**src/pkg/osc_ctrl_cfg.svh**
```systemverilog
// offsets, field positions, reset values and counts of the oscillator control
// assumes a 32-bit classic wishbone slave, one aligned word per register
`ifndef OSC_CTRL_CFG_SVH
`define OSC_CTRL_CFG_SVH

// ------------------------------------------------------------------------
// register byte offsets
// ------------------------------------------------------------------------
`define OSC_ADDR_CTRL     4'h0
`define OSC_ADDR_DIV      4'h4
`define OSC_ADDR_KEY      4'h8
`define OSC_ADDR_STAT     4'hC

// ------------------------------------------------------------------------
// oscillator control fields
// ------------------------------------------------------------------------
`define OSC_BIT_LOCK      7
`define OSC_BIT_PLLOK     5
`define OSC_BIT_FAIL      3
`define OSC_BIT_UNIMP     2
`define OSC_BIT_SECEN     1
`define OSC_BIT_SWREQ     0
`define OSC_NSEL_HI       10
`define OSC_NSEL_LO       8

// ------------------------------------------------------------------------
// clock divisor fields
// ------------------------------------------------------------------------
`define DIV_BIT_ROI       15
`define DIV_RED_HI        14
`define DIV_RED_LO        12
`define DIV_BIT_EN        11

// ------------------------------------------------------------------------
// reset values, key and counts
// ------------------------------------------------------------------------
`define OSC_CTRL_RST      16'h0000
`define OSC_DIV_RST       16'h3040
`define OSC_CTRL_WMASK    16'h0783
`define OSC_KEY1          16'h0046
`define OSC_KEY2          16'h0057
`define OSC_UNLOCK_WIN    8'h07
`define OSC_SW_CYCLES     8'h04

`endif

```
**src/pkg/osc_ctrl_pkg.sv**
```systemverilog
// types shared by the oscillator control block
// assumes the cfg header is included by the design files
package osc_ctrl_pkg;
  // unlock sequence states
  typedef enum logic [1:0] {
    UNL_IDLE = 2'b00,
    UNL_KEY1 = 2'b01,
    UNL_OPEN = 2'b10
  } unlock_state_t;
endpackage

```
**src/hdl/reduction_divider.sv**
```systemverilog
// processor clock reduction divider: emits a one-cycle peripheral tick
// assumes a single clock; ratio selects a power of two from 1 to 128
`timescale 1ns/1ps
module reduction_divider #(
  parameter int CW = 7
) (
  input  wire logic       clk_i,
  input  wire logic       rst_i,
  input  wire logic       en_i,
  input  wire logic [2:0] ratio_i,
  output logic            tick_o
);
  logic [CW-1:0] cnt_q;
  logic [CW-1:0] cnt_d;
  logic [CW-1:0] term;
  logic          wrap;

  // -----------------------------------------------------------------------
  // divide selection
  // -----------------------------------------------------------------------
  // ratio code map
  assign term  = CW'((8'h01 << ratio_i) - 8'h01);
  assign wrap  = !en_i || (cnt_q >= term);
  assign cnt_d = wrap ? '0 : cnt_q + CW'(1);

  // counter and tick
  always_ff @(posedge clk_i) begin
    if (rst_i) begin
      cnt_q  <= '0;
      tick_o <= 1'b0;
    end else begin
      cnt_q  <= cnt_d;
      tick_o <= wrap;
    end
  end
endmodule

```
**src/hdl/osc_switch_ctrl.sv**
```systemverilog
// oscillator control and clock divisor registers on classic wishbone
// assumes fail detect, pll lock and interrupt inputs arrive asynchronously
//
// The implementer's own choices: the register addresses and register access over Wishbone.
`timescale 1ns/1ps
`include "osc_ctrl_cfg.svh"
module osc_switch_ctrl #(
  parameter logic [7:0] SW_CYCLES = `OSC_SW_CYCLES
) (
  input  wire logic        clk_i,
  input  wire logic        rst_i,
  input  wire logic        por_i,
  input  wire logic        cyc_i,
  input  wire logic        stb_i,
  input  wire logic        we_i,
  input  wire logic [3:0]  adr_i,
  input  wire logic [3:0]  sel_i,
  input  wire logic [31:0] dat_i,
  output logic [31:0]      dat_o,
  output logic             ack_o,
  input  wire logic        clk_fail_i,
  input  wire logic        pll_lock_i,
  input  wire logic        irq_i,
  output logic             sec_osc_en_o,
  output logic [2:0]       cur_source_o,
  output logic             periph_tick_o
);
  logic [15:0] ctrl_q;
  logic [15:0] div_q;
  logic [2:0]  cur_q;
  logic [7:0]  sw_cnt_q;
  logic [7:0]  win_q;
  logic [2:0]  fail_s, lock_s, irq_s;
  osc_ctrl_pkg::unlock_state_t unl_q;
  logic        acc, wr, rd_ctrl, rd_div, rd_stat, rd_key, lo_en;
  logic        fail_ev, irq_ev, sw_done, open, ctrl_wr, key_wr;
  logic [31:0] rdata;
  logic [15:0] ctrl_rd;

  // -----------------------------------------------------------------------
  // synchronisers
  // -----------------------------------------------------------------------
  // two flops before any use; third stage feeds edge detect
  always_ff @(posedge clk_i) begin
    if (rst_i) begin
      fail_s <= 3'h0;
      lock_s <= 3'h0;
      irq_s  <= 3'h0;
    end else begin
      fail_s <= {fail_s[1:0], clk_fail_i};
      lock_s <= {lock_s[1:0], pll_lock_i};
      irq_s  <= {irq_s[1:0], irq_i};
    end
  end
  assign fail_ev = fail_s[1] & ~fail_s[2];
  assign irq_ev  = irq_s[1] & ~irq_s[2];

  // -----------------------------------------------------------------------
  // bus decode
  // -----------------------------------------------------------------------
  assign acc     = cyc_i && stb_i && !ack_o;
  assign wr      = acc && we_i;
  assign lo_en   = sel_i[0] && sel_i[1];
  assign rd_ctrl = adr_i == `OSC_ADDR_CTRL;
  assign rd_div  = adr_i == `OSC_ADDR_DIV;
  assign rd_key  = adr_i == `OSC_ADDR_KEY;
  assign rd_stat = adr_i == `OSC_ADDR_STAT;
  assign key_wr  = wr && rd_key && lo_en;
  assign open    = unl_q == osc_ctrl_pkg::UNL_OPEN;
  assign ctrl_wr = wr && rd_ctrl && lo_en && open;

  always_comb begin
    ctrl_rd = ctrl_q;
    ctrl_rd[`OSC_BIT_UNIMP] = 1'b0;
    ctrl_rd[`OSC_BIT_PLLOK] = lock_s[1];
    ctrl_rd[14:12] = cur_q;
  end
  assign rdata = rd_ctrl ? {16'h0000, ctrl_rd} :
                 rd_div  ? {16'h0000, div_q} :
                 rd_stat ? {30'h0, open, ctrl_q[`OSC_BIT_SWREQ]} :
                 32'h0000_0000;

  // single-cycle ack, unmapped reads answer zero
  always_ff @(posedge clk_i) begin
    if (rst_i) begin
      ack_o <= 1'b0;
      dat_o <= 32'h0000_0000;
    end else begin
      ack_o <= acc;
      dat_o <= acc ? rdata : 32'h0000_0000;
    end
  end

  // -----------------------------------------------------------------------
  // unlock sequence
  // -----------------------------------------------------------------------
  // two keys, one write
  always_ff @(posedge clk_i) begin
    if (rst_i) begin
      unl_q <= osc_ctrl_pkg::UNL_IDLE;
      win_q <= 8'h00;
    end else begin
      case (unl_q)
        osc_ctrl_pkg::UNL_IDLE: begin
          if (key_wr && dat_i[15:0] == `OSC_KEY1) begin
            unl_q <= osc_ctrl_pkg::UNL_KEY1;
          end
        end
        osc_ctrl_pkg::UNL_KEY1: begin
          if (key_wr) begin
            unl_q <= (dat_i[15:0] == `OSC_KEY2) ? osc_ctrl_pkg::UNL_OPEN
                                                : osc_ctrl_pkg::UNL_IDLE;
            win_q <= `OSC_UNLOCK_WIN;
          end else if (wr) begin
            unl_q <= osc_ctrl_pkg::UNL_IDLE;
          end
        end
        osc_ctrl_pkg::UNL_OPEN: begin
          win_q <= win_q - 8'h01;
          if (wr || win_q == 8'h00) begin
            unl_q <= osc_ctrl_pkg::UNL_IDLE;
          end
        end
        default: unl_q <= osc_ctrl_pkg::UNL_IDLE;
      endcase
    end
  end

  // -----------------------------------------------------------------------
  // switch sequencer
  // -----------------------------------------------------------------------
  // request held till done
  assign sw_done = ctrl_q[`OSC_BIT_SWREQ] && sw_cnt_q == 8'h00 &&
                   !ctrl_q[`OSC_BIT_LOCK];
  // switch counter and active source; runs only while unlocked
  always_ff @(posedge clk_i) begin
    if (por_i) begin
      sw_cnt_q <= SW_CYCLES;
      cur_q    <= 3'h0;
    end else if (!ctrl_q[`OSC_BIT_SWREQ]) begin
      sw_cnt_q <= SW_CYCLES;
    end else if (!ctrl_q[`OSC_BIT_LOCK]) begin
      sw_cnt_q <= (sw_cnt_q == 8'h00) ? 8'h00 : sw_cnt_q - 8'h01;
      if (sw_done) begin
        cur_q <= ctrl_q[`OSC_NSEL_HI:`OSC_NSEL_LO];
      end
    end
  end

  // -----------------------------------------------------------------------
  // control and divisor registers, power-on reset only
  // -----------------------------------------------------------------------
  // only por resets
  always_ff @(posedge clk_i) begin
    if (por_i) begin
      ctrl_q <= `OSC_CTRL_RST;
    end else begin
      if (ctrl_wr) begin
        ctrl_q <= (ctrl_q & ~`OSC_CTRL_WMASK) | (dat_i[15:0] & `OSC_CTRL_WMASK);
        // fail flag: write 0 clears, 1 keeps
        ctrl_q[`OSC_BIT_FAIL] <= ctrl_q[`OSC_BIT_FAIL] & dat_i[`OSC_BIT_FAIL];
        // lock is sticky once set
        ctrl_q[`OSC_BIT_LOCK] <= ctrl_q[`OSC_BIT_LOCK] | dat_i[`OSC_BIT_LOCK];
        // a pending request cannot be withdrawn by software, only completed
        ctrl_q[`OSC_BIT_SWREQ] <= ctrl_q[`OSC_BIT_SWREQ] |
                                  dat_i[`OSC_BIT_SWREQ];
      end
      if (sw_done) begin
        ctrl_q[`OSC_BIT_SWREQ] <= 1'b0;
      end
      if (fail_ev) begin
        ctrl_q[`OSC_BIT_FAIL] <= 1'b1;
      end
    end
  end

  always_ff @(posedge clk_i) begin
    if (por_i) begin
      div_q <= `OSC_DIV_RST;
    end else begin
      if (wr && rd_div) begin
        if (sel_i[0]) div_q[7:0] <= dat_i[7:0];
        if (sel_i[1]) div_q[15:8] <= dat_i[15:8];
      end
      if (irq_ev && div_q[`DIV_BIT_ROI]) begin
        div_q[`DIV_BIT_EN] <= 1'b0;
      end
    end
  end

  always_ff @(posedge clk_i) begin
    if (por_i) begin
      sec_osc_en_o <= 1'b0;
      cur_source_o <= 3'h0;
    end else begin
      sec_osc_en_o <= ctrl_q[`OSC_BIT_SECEN];
      cur_source_o <= cur_q;
    end
  end

  reduction_divider #(.CW(7)) u_div (
    .clk_i   (clk_i),
    .rst_i   (por_i),
    .en_i    (div_q[`DIV_BIT_EN]),
    .ratio_i (div_q[`DIV_RED_HI:`DIV_RED_LO]),
    .tick_o  (periph_tick_o)
  );

  // -----------------------------------------------------------------------
  // assertions
  // -----------------------------------------------------------------------
  AST_FAIL_SET: assert property (@(posedge clk_i) disable iff (por_i)
    fail_ev |=> ctrl_q[`OSC_BIT_FAIL]) else $error("fail flag not set");
  AST_UNIMP: assert property (@(posedge clk_i) disable iff (por_i)
    ack_o && $past(rd_ctrl) |-> !dat_o[2]) else $error("bit 2 not zero");
  AST_SECEN: assert property (@(posedge clk_i) disable iff (por_i)
    ##1 sec_osc_en_o == $past(ctrl_q[`OSC_BIT_SECEN]))
    else $error("secondary enable mismatch");
  AST_SW_HOLD: assert property (@(posedge clk_i) disable iff (por_i)
    $fell(ctrl_q[`OSC_BIT_SWREQ]) |-> $past(sw_done))
    else $error("request cleared early");
  AST_LOCKED_WR: assert property (@(posedge clk_i) disable iff (por_i)
    wr && rd_ctrl && !open |=> ctrl_q[1:0] == $past(ctrl_q[1:0]) ||
    $past(sw_done)) else $error("locked write took effect");
  AST_ROI: assert property (@(posedge clk_i) disable iff (por_i)
    irq_ev && div_q[`DIV_BIT_ROI] |=> !div_q[`DIV_BIT_EN])
    else $error("cpu_clock_reduction not cleared");
  AST_SWITCH_LOCK: assert property (@(posedge clk_i) disable iff (por_i)
    ctrl_q[`OSC_BIT_LOCK] |=> $stable(cur_q)) else $error("switch when locked");
  AST_PLLOK: assert property (@(posedge clk_i) disable iff (por_i)
    ack_o && $past(rd_ctrl) |-> dat_o[`OSC_BIT_PLLOK] == $past(lock_s[1]))
    else $error("pll lock mismatch");
  AST_ONEX: assert property (@(posedge clk_i) disable iff (por_i)
    !div_q[`DIV_BIT_EN] [*2] |-> periph_tick_o) else $error("not 1:1");
  AST_WIN: assert property (@(posedge clk_i) disable iff (por_i)
    open && wr |=> !open) else $error("window outlived write");
  CV_SWITCH: cover property (@(posedge clk_i) sw_done);
  CV_FAIL: cover property (@(posedge clk_i) fail_ev);
  CV_UNLOCK: cover property (@(posedge clk_i) ctrl_wr);
endmodule

```
**config.mk**
```make
export PLATFORM = sky130hd
export DESIGN_NAME = osc_switch_ctrl
export DESIGN_NICKNAME = d
export VERILOG_FILES = /design/src/pkg/osc_ctrl_pkg.sv /design/src/hdl/reduction_divider.sv /design/src/hdl/osc_switch_ctrl.sv
export VERILOG_INCLUDE_DIRS = /design/src /design/src/pkg
export SDC_FILE = /design/constraint.sdc
export NUM_CORES = 1
export LEC_CHECK = 0
export BUFFER_PORTS_ARGS = -buffer_cell sky130_fd_sc_hd__buf_4
export CORE_MARGIN = 2
export CORE_UTILIZATION = 53
export CTS_CLUSTER_SIZE = 10
export DETAILED_ROUTE_END_ITERATION = 12
export PLACE_DENSITY = 0.83
export SYNTH_ARGS = -nofsm -noshare
export SYNTH_HDL_FRONTEND = slang
export SYNTH_SLANG_ARGS = --single-unit
```
**constraint.sdc**
```tcl
create_clock -name clk_i -period 2.1 [get_ports clk_i]
set_clock_uncertainty 0.05 [all_clocks]
set_input_delay 0.42 -clock clk_i [delete_from_list [all_inputs] [get_ports clk_i]]
set_output_delay 0.42 -clock clk_i [all_outputs]
set_load 0.01 [all_outputs]
```
Word level (Yosys, flattened, before mapping)
Cells that the tools add are included.
Widths: inputs -> output; s select.
{"block": "op_classes", "n_addsub": 4, "n_mul": 0, "n_div": 0, "n_lt_le_gt_ge": 1, "n_eq_ne": 11, "shifts": 1, "muxes": 14, "bitwise": 11, "n_reduce_logical": 37}
{"op": "$eq 16x7->1 const B", "n": 2}
{"op": "$mux 16", "n": 2}
{"op": "$logic_not 8->1", "n": 2}
{"op": "$mux 8", "n": 2}
{"op": "$or 16x11->16", "n": 1}
{"op": "$pmux 8 s2", "n": 1}
{"op": "$sub 8x1->8 const B", "n": 2}
{"op": "$logic_and 1x1->1", "n": 14}
{"op": "$mux 2", "n": 6}
{"op": "$reduce_or 2->1", "n": 5}
{"op": "$eq 4x4->1 const B", "n": 2}
{"op": "$add 7x1->7 const B", "n": 1}
{"op": "$ge 7x7->1", "n": 1}
{"op": "$shl 1x3->7 const A", "n": 1}
{"op": "$sub 7x1->7 const B", "n": 1}
{"op": "$pmux 2 s3", "n": 1}
{"op": "$reduce_and 2->1", "n": 3}
{"op": "$reduce_and 3->1", "n": 2}
{"op": "$not 1->1", "n": 5}
{"op": "$eq 4x3->1 const B", "n": 1}
{"op": "$logic_not 4->1", "n": 1}
{"op": "$mux 4", "n": 1}
{"op": "$ne 2x2->1 const B", "n": 2}
{"op": "$reduce_bool 2->1", "n": 2}
{"op": "other kinds (12)", "n": 18}
{"block": "word_totals", "ff_bits": 106, "latch_bits": 0, "ram_bits": 0, "rom_bits": 0, "out_inout_bits": 38, "word_cells": 100, "memories": 0}

Depth between registers and ports, before layout
Gate-level depths: netlist (run 1).
{"block": "logic_depth", "depth_word": 8, "ltp_mapped": 7, "ltp_nobuf": 6}

Modules after synthesis
A second synthesis (run 1) with hierarchy kept.
{"block": "unflattened", "hier_cells": 348, "area_unflattened_um2": 3418.3}
{"mod": "osc_switch_ctrl", "instances": 1, "cells_each": 292, "area_each_um2": 2946.6, "seq_area_each_um2": 1461.4}
{"mod": "reduction_divider", "instances": 1, "cells_each": 56, "area_each_um2": 471.7, "seq_area_each_um2": 160.2}

Worst setup path after synthesis (run 1)
OpenSTA, ideal clock, no wires.
{"block": "synth_path", "path_kind": "flip-flop to flip-flop", "startpoint": "register div_q[14]", "endpoint": "register u_div.tick_o", "setup_time_ps": 128, "t_arrival_ps": 1658, "required_time_ps": 1922, "path_slack_ps": 265, "stages_incl_launch_ff": 8, "n_path_buf": 1, "period_less_slack_ps": 1835, "cell_sequence": "dfxtp_1 > clkbuf_1 > nand3_1 > ha_1 > and3_1 > a221oi_1 > o21ai_1 > nor2b_1"}
{"block": "synth_via", "elab_chain_len": 4}
{"item": "start: declaration", "line_no": "osc_switch_ctrl.sv:29", "rtl": "logic [15:0] div_q;"}
{"item": "start signal: assignment", "line_no": "osc_switch_ctrl.sv:179", "rtl": "div_q <= `OSC_DIV_RST;"}
{"item": "start signal: assignment", "line_no": "osc_switch_ctrl.sv:183", "rtl": "if (sel_i[1]) div_q[15:8] <= dat_i[15:8];"}
{"item": "$shl 1x3->7", "line_no": "reduction_divider.sv:22", "rtl": "assign term = CW'((8'h01 << ratio_i) - 8'h01);"}
{"item": "$sub 7x1->7", "line_no": "reduction_divider.sv:22"}
{"item": "$ge 7x7->1", "line_no": "reduction_divider.sv:23", "rtl": "assign wrap = !en_i || (cnt_q >= term);"}
{"item": "$logic_or 1x1->1", "line_no": "reduction_divider.sv:23"}
{"item": "end signal: assignment", "line_no": "reduction_divider.sv:33", "rtl": "tick_o <= wrap;"}
{"item": "end: declaration", "line_no": "reduction_divider.sv:11", "rtl": "output logic tick_o"}
Every way passes these cells.
A chain may end at the register's enable or synchronous reset.

Worst setup path after layout (run 1)
{"block": "layout_path", "startpoint": "register div_q[14]", "endpoint": "register u_div.cnt_q[1]"}
{"block": "layout_via", "elab_chain_len": 5}
{"item": "$shl 1x3->7", "line_no": "reduction_divider.sv:22"}
{"item": "$sub 7x1->7", "line_no": "reduction_divider.sv:22"}
{"item": "$ge 7x7->1", "line_no": "reduction_divider.sv:23"}
{"item": "$logic_or 1x1->1", "line_no": "reduction_divider.sv:23"}
{"item": "$reduce_or 2->1 (no source line)"}
{"item": "end signal: assignment", "line_no": "reduction_divider.sv:32", "rtl": "cnt_q <= cnt_d;"}
{"item": "end: declaration", "line_no": "reduction_divider.sv:13", "rtl": "logic [CW-1:0] cnt_q;"}
Every way passes these cells.

==> results.md, run 1 <==
- The count of mapped cells out of synthesis is 362.
- The die footprint is 7180 sq um.
- The post-route DRC violation count is 0.
- Data on the critical path is required at its endpoint by 2.33 ns.
- The final-stage net count is 475.
- Dividing the detail-routed via count by the number of cells gives 5.43.
- In this run the vertical extent of the chip is 84.7 um.
- The floorplan has 29 rows.
- The flip-flop and latch area is 1630 sq um.
- The clock passes through at most 2 buffers.
- The TritonCTS clock tree is done.
- The source-to-sink clock delay at the later pin of the worst-skew pair is 0.36 ns.
- Of the cells placed in the final design, the portion with a size suffix greater than 1 is 20.5%.
- At the end of routability-driven placement, the weighted congestion stood at 0.794.
- For this design the top-level I/O count stands at 87.
- After layout, the design draws a total of 2.84 mW.
- The hold buffer count at cts is 0.
- The synthesized design devotes to its leading area cell type 46.9% of total area.
- The post-cts sizing count is 0.
- VDD sags by at most 0.439 mV.
- The total overflow left after global routing is 0.
- The max-slew violation total from the final report is 0.
- After the first detailed-routing iteration, the DRC count stood at 129.
- In this run the worst hold path is classified as in2reg.
- Measured against its own limit, the worst slew margin works out to 65.7%.
- The worst setup path is captured at a flop.
- The number of vias in the routed layout is 2701.
- The placement-stage cell area is 3860 sq um.
- The async set or reset register ratio after synthesis is 0%.
- For this run, the number of Yosys warnings is 0.
- The total CTS buffers is 9.
- The routed length on met1 is 3.10 mm.
- In this run the clock root is driven by a sky130_fd_sc_hd__clkbuf_8.
- In this run the top signal layer used is met4.
- The count of buffers added on input and output ports is 52.
- The commonest register cell after synthesis is sky130_fd_sc_hd__dfxtp_1.
- The sum of routed wire length over all layers is 7.01 mm.
- The count of antenna-violating nets left after detailed routing is 0.
- The largest fanout of any net on the critical path is 9.
- Clock-pin slew was measured on the worst setup and hold paths at 0.09 ns.
- The antenna diode count is 0.
- The number of post-CTS setup repair buffers is 0.
- The number of sinks driven by the clock tree is 81.
- The routed design uses 314 um of met3 wire.
- From left edge to right edge, the die measures 84.7 um.
- The flow ran to the end, and the final reports show no timing, DRC or antenna violations.
- The area taken by multi-input logic gates is 1650 sq um.
- In this run the number of H-tree levels came out at 3.
- By count the netlist is led by 81 x sky130_fd_sc_hd__dfxtp_1, 41 x sky130_fd_sc_hd__nor2_1, 20 x sky130_fd_sc_hd__nand2_1.
- The area of the core region is 6310 sq um.
- Setup repair after global routing left no endpoint under its margin.
- The synthesis-stage register bit count is 81.
- The initial core utilization is 54.7%.
- The layout overhead on the synthesized area is 17.5%.
- The number of distinct library cells after synthesis is 53.
- After synthesis, the cell types taking the most area are sky130_fd_sc_hd__dfxtp_1 47%, sky130_fd_sc_hd__nor2_1 4.5%, sky130_fd_sc_hd__ha_1 4.0%.
- The number of max-cap violations is 0.
- The number of global-route vias before repair is 2542.
- The initial antenna violation count is 0.
- The overall track demand over capacity in global routing is 20.3%.
- The routed design uses 3.44 mm of met2 wire.
- The pin count of the biggest net entering global routing is 41.
- After detailed routing, the average wire length per cell comes to 14.1 um.
- Counting I/O delays and the setup requirement, the final critical path takes 1.90 ns.
- The power per standard cell area is 699 nW/um^2.
- The area of the mapped netlist is 3450 sq um.
- Of the available clock period, the critical path in the final layout requires 90.5%.
- After routing the design area is 4060 sq um.
- Summed over all cells, the static leakage comes to 1.75 nW.
- The first global-routing pass estimated 11.7 mm of wire.
- Fill cells in the final layout number 540.
- Among all cell types in the netlist, the one instantiated most often is sky130_fd_sc_hd__dfxtp_1.
- Summing the sequential cell areas from Yosys gives 46.9% of the chip area.
- The critical path is of the reg2reg type.
- At the worst endpoint, the arrival time is 2.13 ns.
- The post-route setup TNS is 0 ns.
- The worst setup path is launched from a flop.
- The iteration count of the initial detailed-routing pass is 4.
- Setup violations remaining at the end of the flow were counted as 0.
- The transition time of the tightest slew-check pin is 0.514 ns.
- The count of flip-flops with a built-in enable after synthesis is 0.
- A synthesized cell averages 9.54 sq um.
- The biggest area consumer among synthesized cells is sky130_fd_sc_hd__dfxtp_1.
- The final hold violation count is 0.
- The maximum clock frequency is 526 MHz.
- After legalization and detailed placement, the total HPWL measured 5.12 mm.
cells by family (layout without fill, tap and decap cells):
family                   count (synthesis)  count (layout)  synth area share [%]
AND/OR/NAND/NOR                        146             146                  24.4
adder cells (fa/ha/maj)                 11              11                  3.98
multiplexers                            16              16                  4.74
other                                    1              16                 0.109
AO/OA/AOI/OAI                           48              48                  9.53
buffers and inverters                   46              89                  7.03
XOR/XNOR                                13              13                  3.30
flip-flops                              81              81                  46.9
flip-flops by register name, summed over array words and instances, names as in the netlist, 2 cells and up:
| signal | flops |
|---|---|
| irq_s | 3 |
| cur_source_o | 3 |
| fail_s | 3 |
| dat_o | 16 |
| win_q | 8 |
| sw_cnt_q | 8 |
| u_div.cnt_q | 7 |
| ctrl_q | 7 |
| div_q | 16 |
| lock_s | 2 |
| cur_q | 3 |
| unl_q | 2 |
path summary, 6_finish.rpt:
kind | cells after the start | slack, ns | startpoint | endpoint
max | 7 | 0.20 | div_q[14]$_SDFFE_PP0P_ | u_div.cnt_q[1]$_SDFF_PP0_
min | 2 | 0.22 | clk_fail_i | fail_s[0]$_SDFF_PP0_
max reg2reg | 7 | 0.20 | div_q[14]$_SDFFE_PP0P_ | u_div.cnt_q[1]$_SDFF_PP0_
min reg2reg | 1 | 0.40 | irq_s[0]$_SDFF_PP0_ | irq_s[1]$_SDFF_PP0_
worst max-delay path: stages (launching register included):
cell                       delay (ns)
sky130_fd_sc_hd__dfxtp_2         0.41
sky130_fd_sc_hd__nand3_1         0.10
sky130_fd_sc_hd__ha_1            0.31
sky130_fd_sc_hd__and3_1          0.21
sky130_fd_sc_hd__a221oi_1        0.27
sky130_fd_sc_hd__o21ai_1         0.11
sky130_fd_sc_hd__buf_4           0.17
sky130_fd_sc_hd__nor3b_1         0.20
placed cells by master (no fill, tap or decap), types with 4 or more instances in the layout:
cell type and n:
sky130_fd_sc_hd__and2_1 6, sky130_fd_sc_hd__inv_1 15, sky130_fd_sc_hd__nand3_1 9, sky130_fd_sc_hd__nor2_1 41, sky130_fd_sc_hd__nor3_1 11, sky130_fd_sc_hd__xor2_1 8
sky130_fd_sc_hd__dfxtp_1 78, sky130_fd_sc_hd__nand2_1 20, sky130_fd_sc_hd__a21oi_1 15, sky130_fd_sc_hd__o31ai_1 4, sky130_fd_sc_hd__nor2b_1 19, sky130_fd_sc_hd__nand2b_1 4
sky130_fd_sc_hd__buf_4 58, sky130_fd_sc_hd__nor4_1 5, sky130_fd_sc_hd__mux2i_1 13, sky130_fd_sc_hd__clkbuf_8 9, sky130_fd_sc_hd__conb_1 16, sky130_fd_sc_hd__and3_1 5
sky130_fd_sc_hd__xnor2_1 5, sky130_fd_sc_hd__a22oi_1 9, sky130_fd_sc_hd__ha_1 11
metrics by stage:
| step | instances | util [%] | hold slack, ns | setup slack, ns |
|---|---|---|---|---|
| after global placement | 481 | 61.1 | 0.366 | 0.223 |
| after floorplan | 377 | - | 0.364 | 0.265 |
| after CTS | 497 | 64.2 | 0.216 | 0.108 |
| after detailed placement | 481 | 61.1 | 0.378 | 0.180 |
| after global routing | 497 | 64.3 | 0.223 | 0.0281 |
| final | 497 | 64.3 | 0.222 | 0.199 |
layout make-up:
type | instances | share of cell area, %
multi-input combinational | 250 | 40.6
sequential | 81 | 40.0
clock buffer | 9 | 3.05
clock inverter | 7 | 1.88
inverter | 15 | 1.39
timing repair buffer | 58 | 10.7
tap | 77 | 2.37
per-layer routing:
| metal | up-vias | GRT usage (%) |
|---|---|---|
| met5 | - | 0 |
| met4 | 0 | 9.96 |
| met3 | 15 | 3.83 |
| met2 | 78 | 33.6 |
| met1 | 1280 | 25.5 |
| li1 | 1328 | - |
report_power, final:
part	total (mW)	switching, mW	internal (mW)
registers	1.55	0.00355	1.54
clock network	1.16	0.599	0.557
logic	0.135	0.0759	0.0594
total	2.84	0.679	2.16
No activity file was read; power rests on OpenSTA's default activity.
==> run 2, diff against run 1 <==
--- a/config.mk
+++ b/config.mk
@@ -12,6 +12,7 @@
 export CTS_CLUSTER_SIZE = 10
 export DETAILED_ROUTE_END_ITERATION = 12
 export PLACE_DENSITY = 0.83
+export RECOVER_POWER = 100
 export SYNTH_ARGS = -nofsm -noshare
 export SYNTH_HDL_FRONTEND = slang
 export SYNTH_SLANG_ARGS = --single-unit
==> run 2 against run 1 <==
Effect of this change: clock power is essentially flat; largest power group unchanged; final area is 2.8% lower; critical path type unchanged; first-iteration DRC count increased by 1.6%; critical endpoint unchanged.
==> results.md, run 2 (same netlist as run 1, synthesis figures left out) <==
- The post-route fraction of the period consumed by the critical path is 90.5% (about the same).
- The final number of setup-violating endpoints is 0 (unchanged).
- The fraction of layout instances using a drive strength above 1 is 13.3% (was 20.5%).
- The overall track demand over capacity in global routing came to 20.3% (unchanged).
- The iteration-0 DRC count of the detailed router is 131 (was 129).
- Most frequent cells in the layout: 78 x sky130_fd_sc_hd__dfxtp_1, 41 x sky130_fd_sc_hd__nor2_1, 33 x sky130_fd_sc_hd__buf_4, 25 x sky130_fd_sc_hd__clkbuf_1, 20 x sky130_fd_sc_hd__nand2_1 (was 78 x sky130_fd_sc_hd__dfxtp_1, 58 x sky130_fd_sc_hd__buf_4, 41 x sky130_fd_sc_hd__nor2_1, 20 x sky130_fd_sc_hd__nand2_1, 19 x sky130_fd_sc_hd__nor2b_1).
- The clock-pin slew on the worst setup and hold paths is 0.09 ns (about the same).
- The post-route total power came to 2.83 mW (was 2.84 mW).
- The power per standard cell area was 718 nW/um^2 (was 699 nW/um^2).
- The number of H-tree levels came to 3 (unchanged).
- The relative slew slack is 40.8% (was 65.7%).
- The antenna diode count is 0 (unchanged).
- The required arrival time at the worst endpoint is 2.33 ns (about the same).
- The post-route cell area is 3950 sq um (was 4060 sq um).
- The chip width came to 84.7 um (unchanged).
- The path class of the lowest-slack min-delay path is in2reg (unchanged).
- The source-to-sink clock delay at the later pin of the worst-skew pair is 0.36 ns (about the same).
- The die footprint came to 7180 sq um (unchanged).
- The number of global-route vias before repair was 2542 (unchanged).
- The layout overhead on the synthesized area was 14.2% (was 17.5%).
- The vertical extent of the die is 84.7 um (unchanged).
- The number of max-cap violations was 0 (unchanged).
- The startpoint class of the critical path is a flop (unchanged).
- The most common cell after layout, fill and taps aside is sky130_fd_sc_hd__dfxtp_1 (unchanged).
- The leakage power was 1.64 nW (was 1.75 nW).
- The initial core utilization came to 54.7% (unchanged).
- The worst hold slack is 0.221 ns (was 0.222 ns).
- The worst reg2reg path endpoint is u_div.cnt_q[1]$_SDFF_PP0_ (unchanged).
- The number of input and output port buffers inserted was 52 (unchanged).
- Result of the run: completed (unchanged).
- The sum of routed wire length over all layers is 7.02 mm (was 7.01 mm).
- The placement-stage cell area came to 3860 sq um (unchanged).
- The initial antenna violation count is 0 (unchanged).
- Largest registers ranked by flip-flop count: dat_o x16, div_q x16 (unchanged).
- The total overflow reported by the global router is 0 (unchanged).
- The wire length of the first global-routing pass came to 11.7 mm (unchanged).
- The area of the core region is 6310 sq um (unchanged).
- The routability-driven placement congestion ratio was 0.794 (unchanged).
- The buffer cell driving the clock tree root is sky130_fd_sc_hd__clkbuf_8 (unchanged).
- The per-cell routed wire length is 14.1 um (about the same).
- The net switching share of the total power was 23.8% (was 23.9%).
- The number of rows created at floorplan is 29 (unchanged).
- The post-route DRC violation count came to 0 (unchanged).
- The iteration count of the initial detailed-routing pass is 4 (unchanged).
- The capture endpoint of the worst hold path is fail_s[0]$_SDFF_PP0_ (unchanged).
- The area taken by multi-input logic gates was 1630 sq um (was 1650 sq um).
- The start of the worst register-to-register path is div_q[14]$_SDFFE_PP0P_ (unchanged).
- The maximum clock frequency is 526 MHz (about the same).
- The pin count of the biggest net entering global routing is 41 (unchanged).
- The depth of the worst register-to-register path was 7 (unchanged).
- The part of the total power dissipated in combinational logic is 4.6% (was 4.8%).
- The via-per-instance ratio was 5.44 (was 5.43).
- The final-stage net count is 475 (unchanged).
- The number of top-level pins is 87 (unchanged).
- The flop-to-flop setup slack was 0.20 ns (about the same).
- The maximum vdd ir drop was 0.431 mV (was 0.439 mV).
- The HPWL after detailed placement came to 5.12 mm (unchanged).
- The total CTS buffers is 9 (unchanged).
- The number of vias in the routed layout was 2706 (was 2701).
- The buffer depth of the longest clock path came to 2 (unchanged).
- Unrepaired setup endpoints after global routing: false (unchanged).
- The flip-flop and latch area came to 1630 sq um (unchanged).
- The largest stage delay on the critical path is 0.41 ns (about the same).
- The post-route setup TNS is 0 ns (unchanged).
- The transition time of the tightest slew-check pin was 0.888 ns (was 0.514 ns).
- The cell total after placement was 481 (unchanged).
- The final instance count without filler cells came to 497 (unchanged).
- The final hold violation count came to 0 (unchanged).
- The cell internal power dissipation is 2.16 mW (about the same).
- The data arrival at the endpoint of the critical path is 2.13 ns (about the same).
- The max-slew violation total from the final report was 0 (unchanged).
- The worst hold path depth is 2 (unchanged).
- The number of sinks driven by the clock tree is 81 (unchanged).
- Critical Path, Cell by Cell: nand3_1, ha_1, and3_1, a221oi_1, o21ai_1, buf_4, nor3b_1 (unchanged).
- The startpoint of the lowest-slack hold path is clk_fail_i (unchanged).
- The minimum period implied by the final worst setup slack was 1.90 ns (about the same).
- The TritonCTS clock tree is done (unchanged).
- The largest fanout of any net on the critical path came to 9 (unchanged).
- The final-layout fill cell count is 568 (was 540).
- The cell at the slowest stage of the critical path is sky130_fd_sc_hd__dfxtp_2 (unchanged).
- The sequential fraction of design power is 54.7% (was 54.5%).
- The net switching power is 675 uW (was 679 uW).
- The count of antenna-violating nets left after detailed routing came to 0 (unchanged).
- The type of destination of the critical path is a flop (unchanged).
- The worst setup path category is reg2reg (unchanged).
- The clock group share of total power is 40.7% (about the same).
[run 2: cell types whose count changed in the layout (fill, tap and decap cells not counted), sizes merged]
| cell | before | now |
|---|---|---|
| buf | 58 | 33 |
| clkbuf | 9 | 34 |
[run 2: final cells by class]
class	instances	share of cell area [%]
sequential	81	41.2
inverter	15	1.43
timing repair buffer	58	8.66
clock buffer	9	3.14
multi-input combinational	250	41.2
clock inverter	7	1.93
tap	77	2.44
[run 2: layer usage]
layer / up-vias / global-route usage (%) / wire, um
met5: - / 0 / 0
met3: 16 / 3.83 / 327
met2: 73 / 33.6 / 3450
met1: 1290 / 25.5 / 3080
met4: 0 / 9.96 / 159
li1: 1327 / - / -
[run 2: critical path, delay by kind of cell, from the launching register on]
kind,cells,cell delay [ns]
AND/OR/NAND/NOR,3,0.51
adder cells (fa/ha/maj),1,0.31
buffers and inverters,1,0.17
AO/OA/AOI/OAI,2,0.38
flip-flops,1,0.41
[run 2: metrics by stage]
stage / util [%] / setup slack (ns)
6_report: 62.5 / 0.199
2_1_floorplan: - / 0.265
5_1_grt: 62.5 / 0.0281
3_3_place_gp: 61.1 / 0.223
3_5_place_dp: 61.1 / 0.180
4_1_cts: 64.2 / 0.108
[run 2: timing repair]
action / in CTS / in global routing
hold buffers: 0 / 0
buffers inserted: 0 / 0
setup endpoints to repair: 0 / 5
gates resized for setup: 0 / 3
[run 2: worst max path at each step]
stage	startpoint	end	slack (ns)	cells after the start
2_1_floorplan	div_q[14]$_SDFFE_PP0P_	u_div.tick_o$_SDFF_PP0_	0.26	7
3_5_place_dp	div_q[14]$_SDFFE_PP0P_	u_div.cnt_q[1]$_SDFF_PP0_	0.18	7
5_1_grt	div_q[14]$_SDFFE_PP0P_	u_div.cnt_q[1]$_SDFF_PP0_	0.03	7
3_3_place_gp	div_q[13]$_SDFFE_PP1P_	u_div.tick_o$_SDFF_PP0_	0.22	7
6_report	div_q[14]$_SDFFE_PP0P_	u_div.cnt_q[1]$_SDFF_PP0_	0.20	7
4_1_cts	div_q[14]$_SDFFE_PP0P_	u_div.cnt_q[1]$_SDFF_PP0_	0.11	7
[run 2: power by group through the flow]
stage	Combinational, mW	Clock [mW]	Sequential, mW
after floorplan	0.0830	0	1.58
after global placement	0.132	0	1.58
after detailed placement	0.134	0	1.58
after CTS	0.134	1.17	1.55
after global routing	0.143	1.22	1.55
final	0.131	1.15	1.55
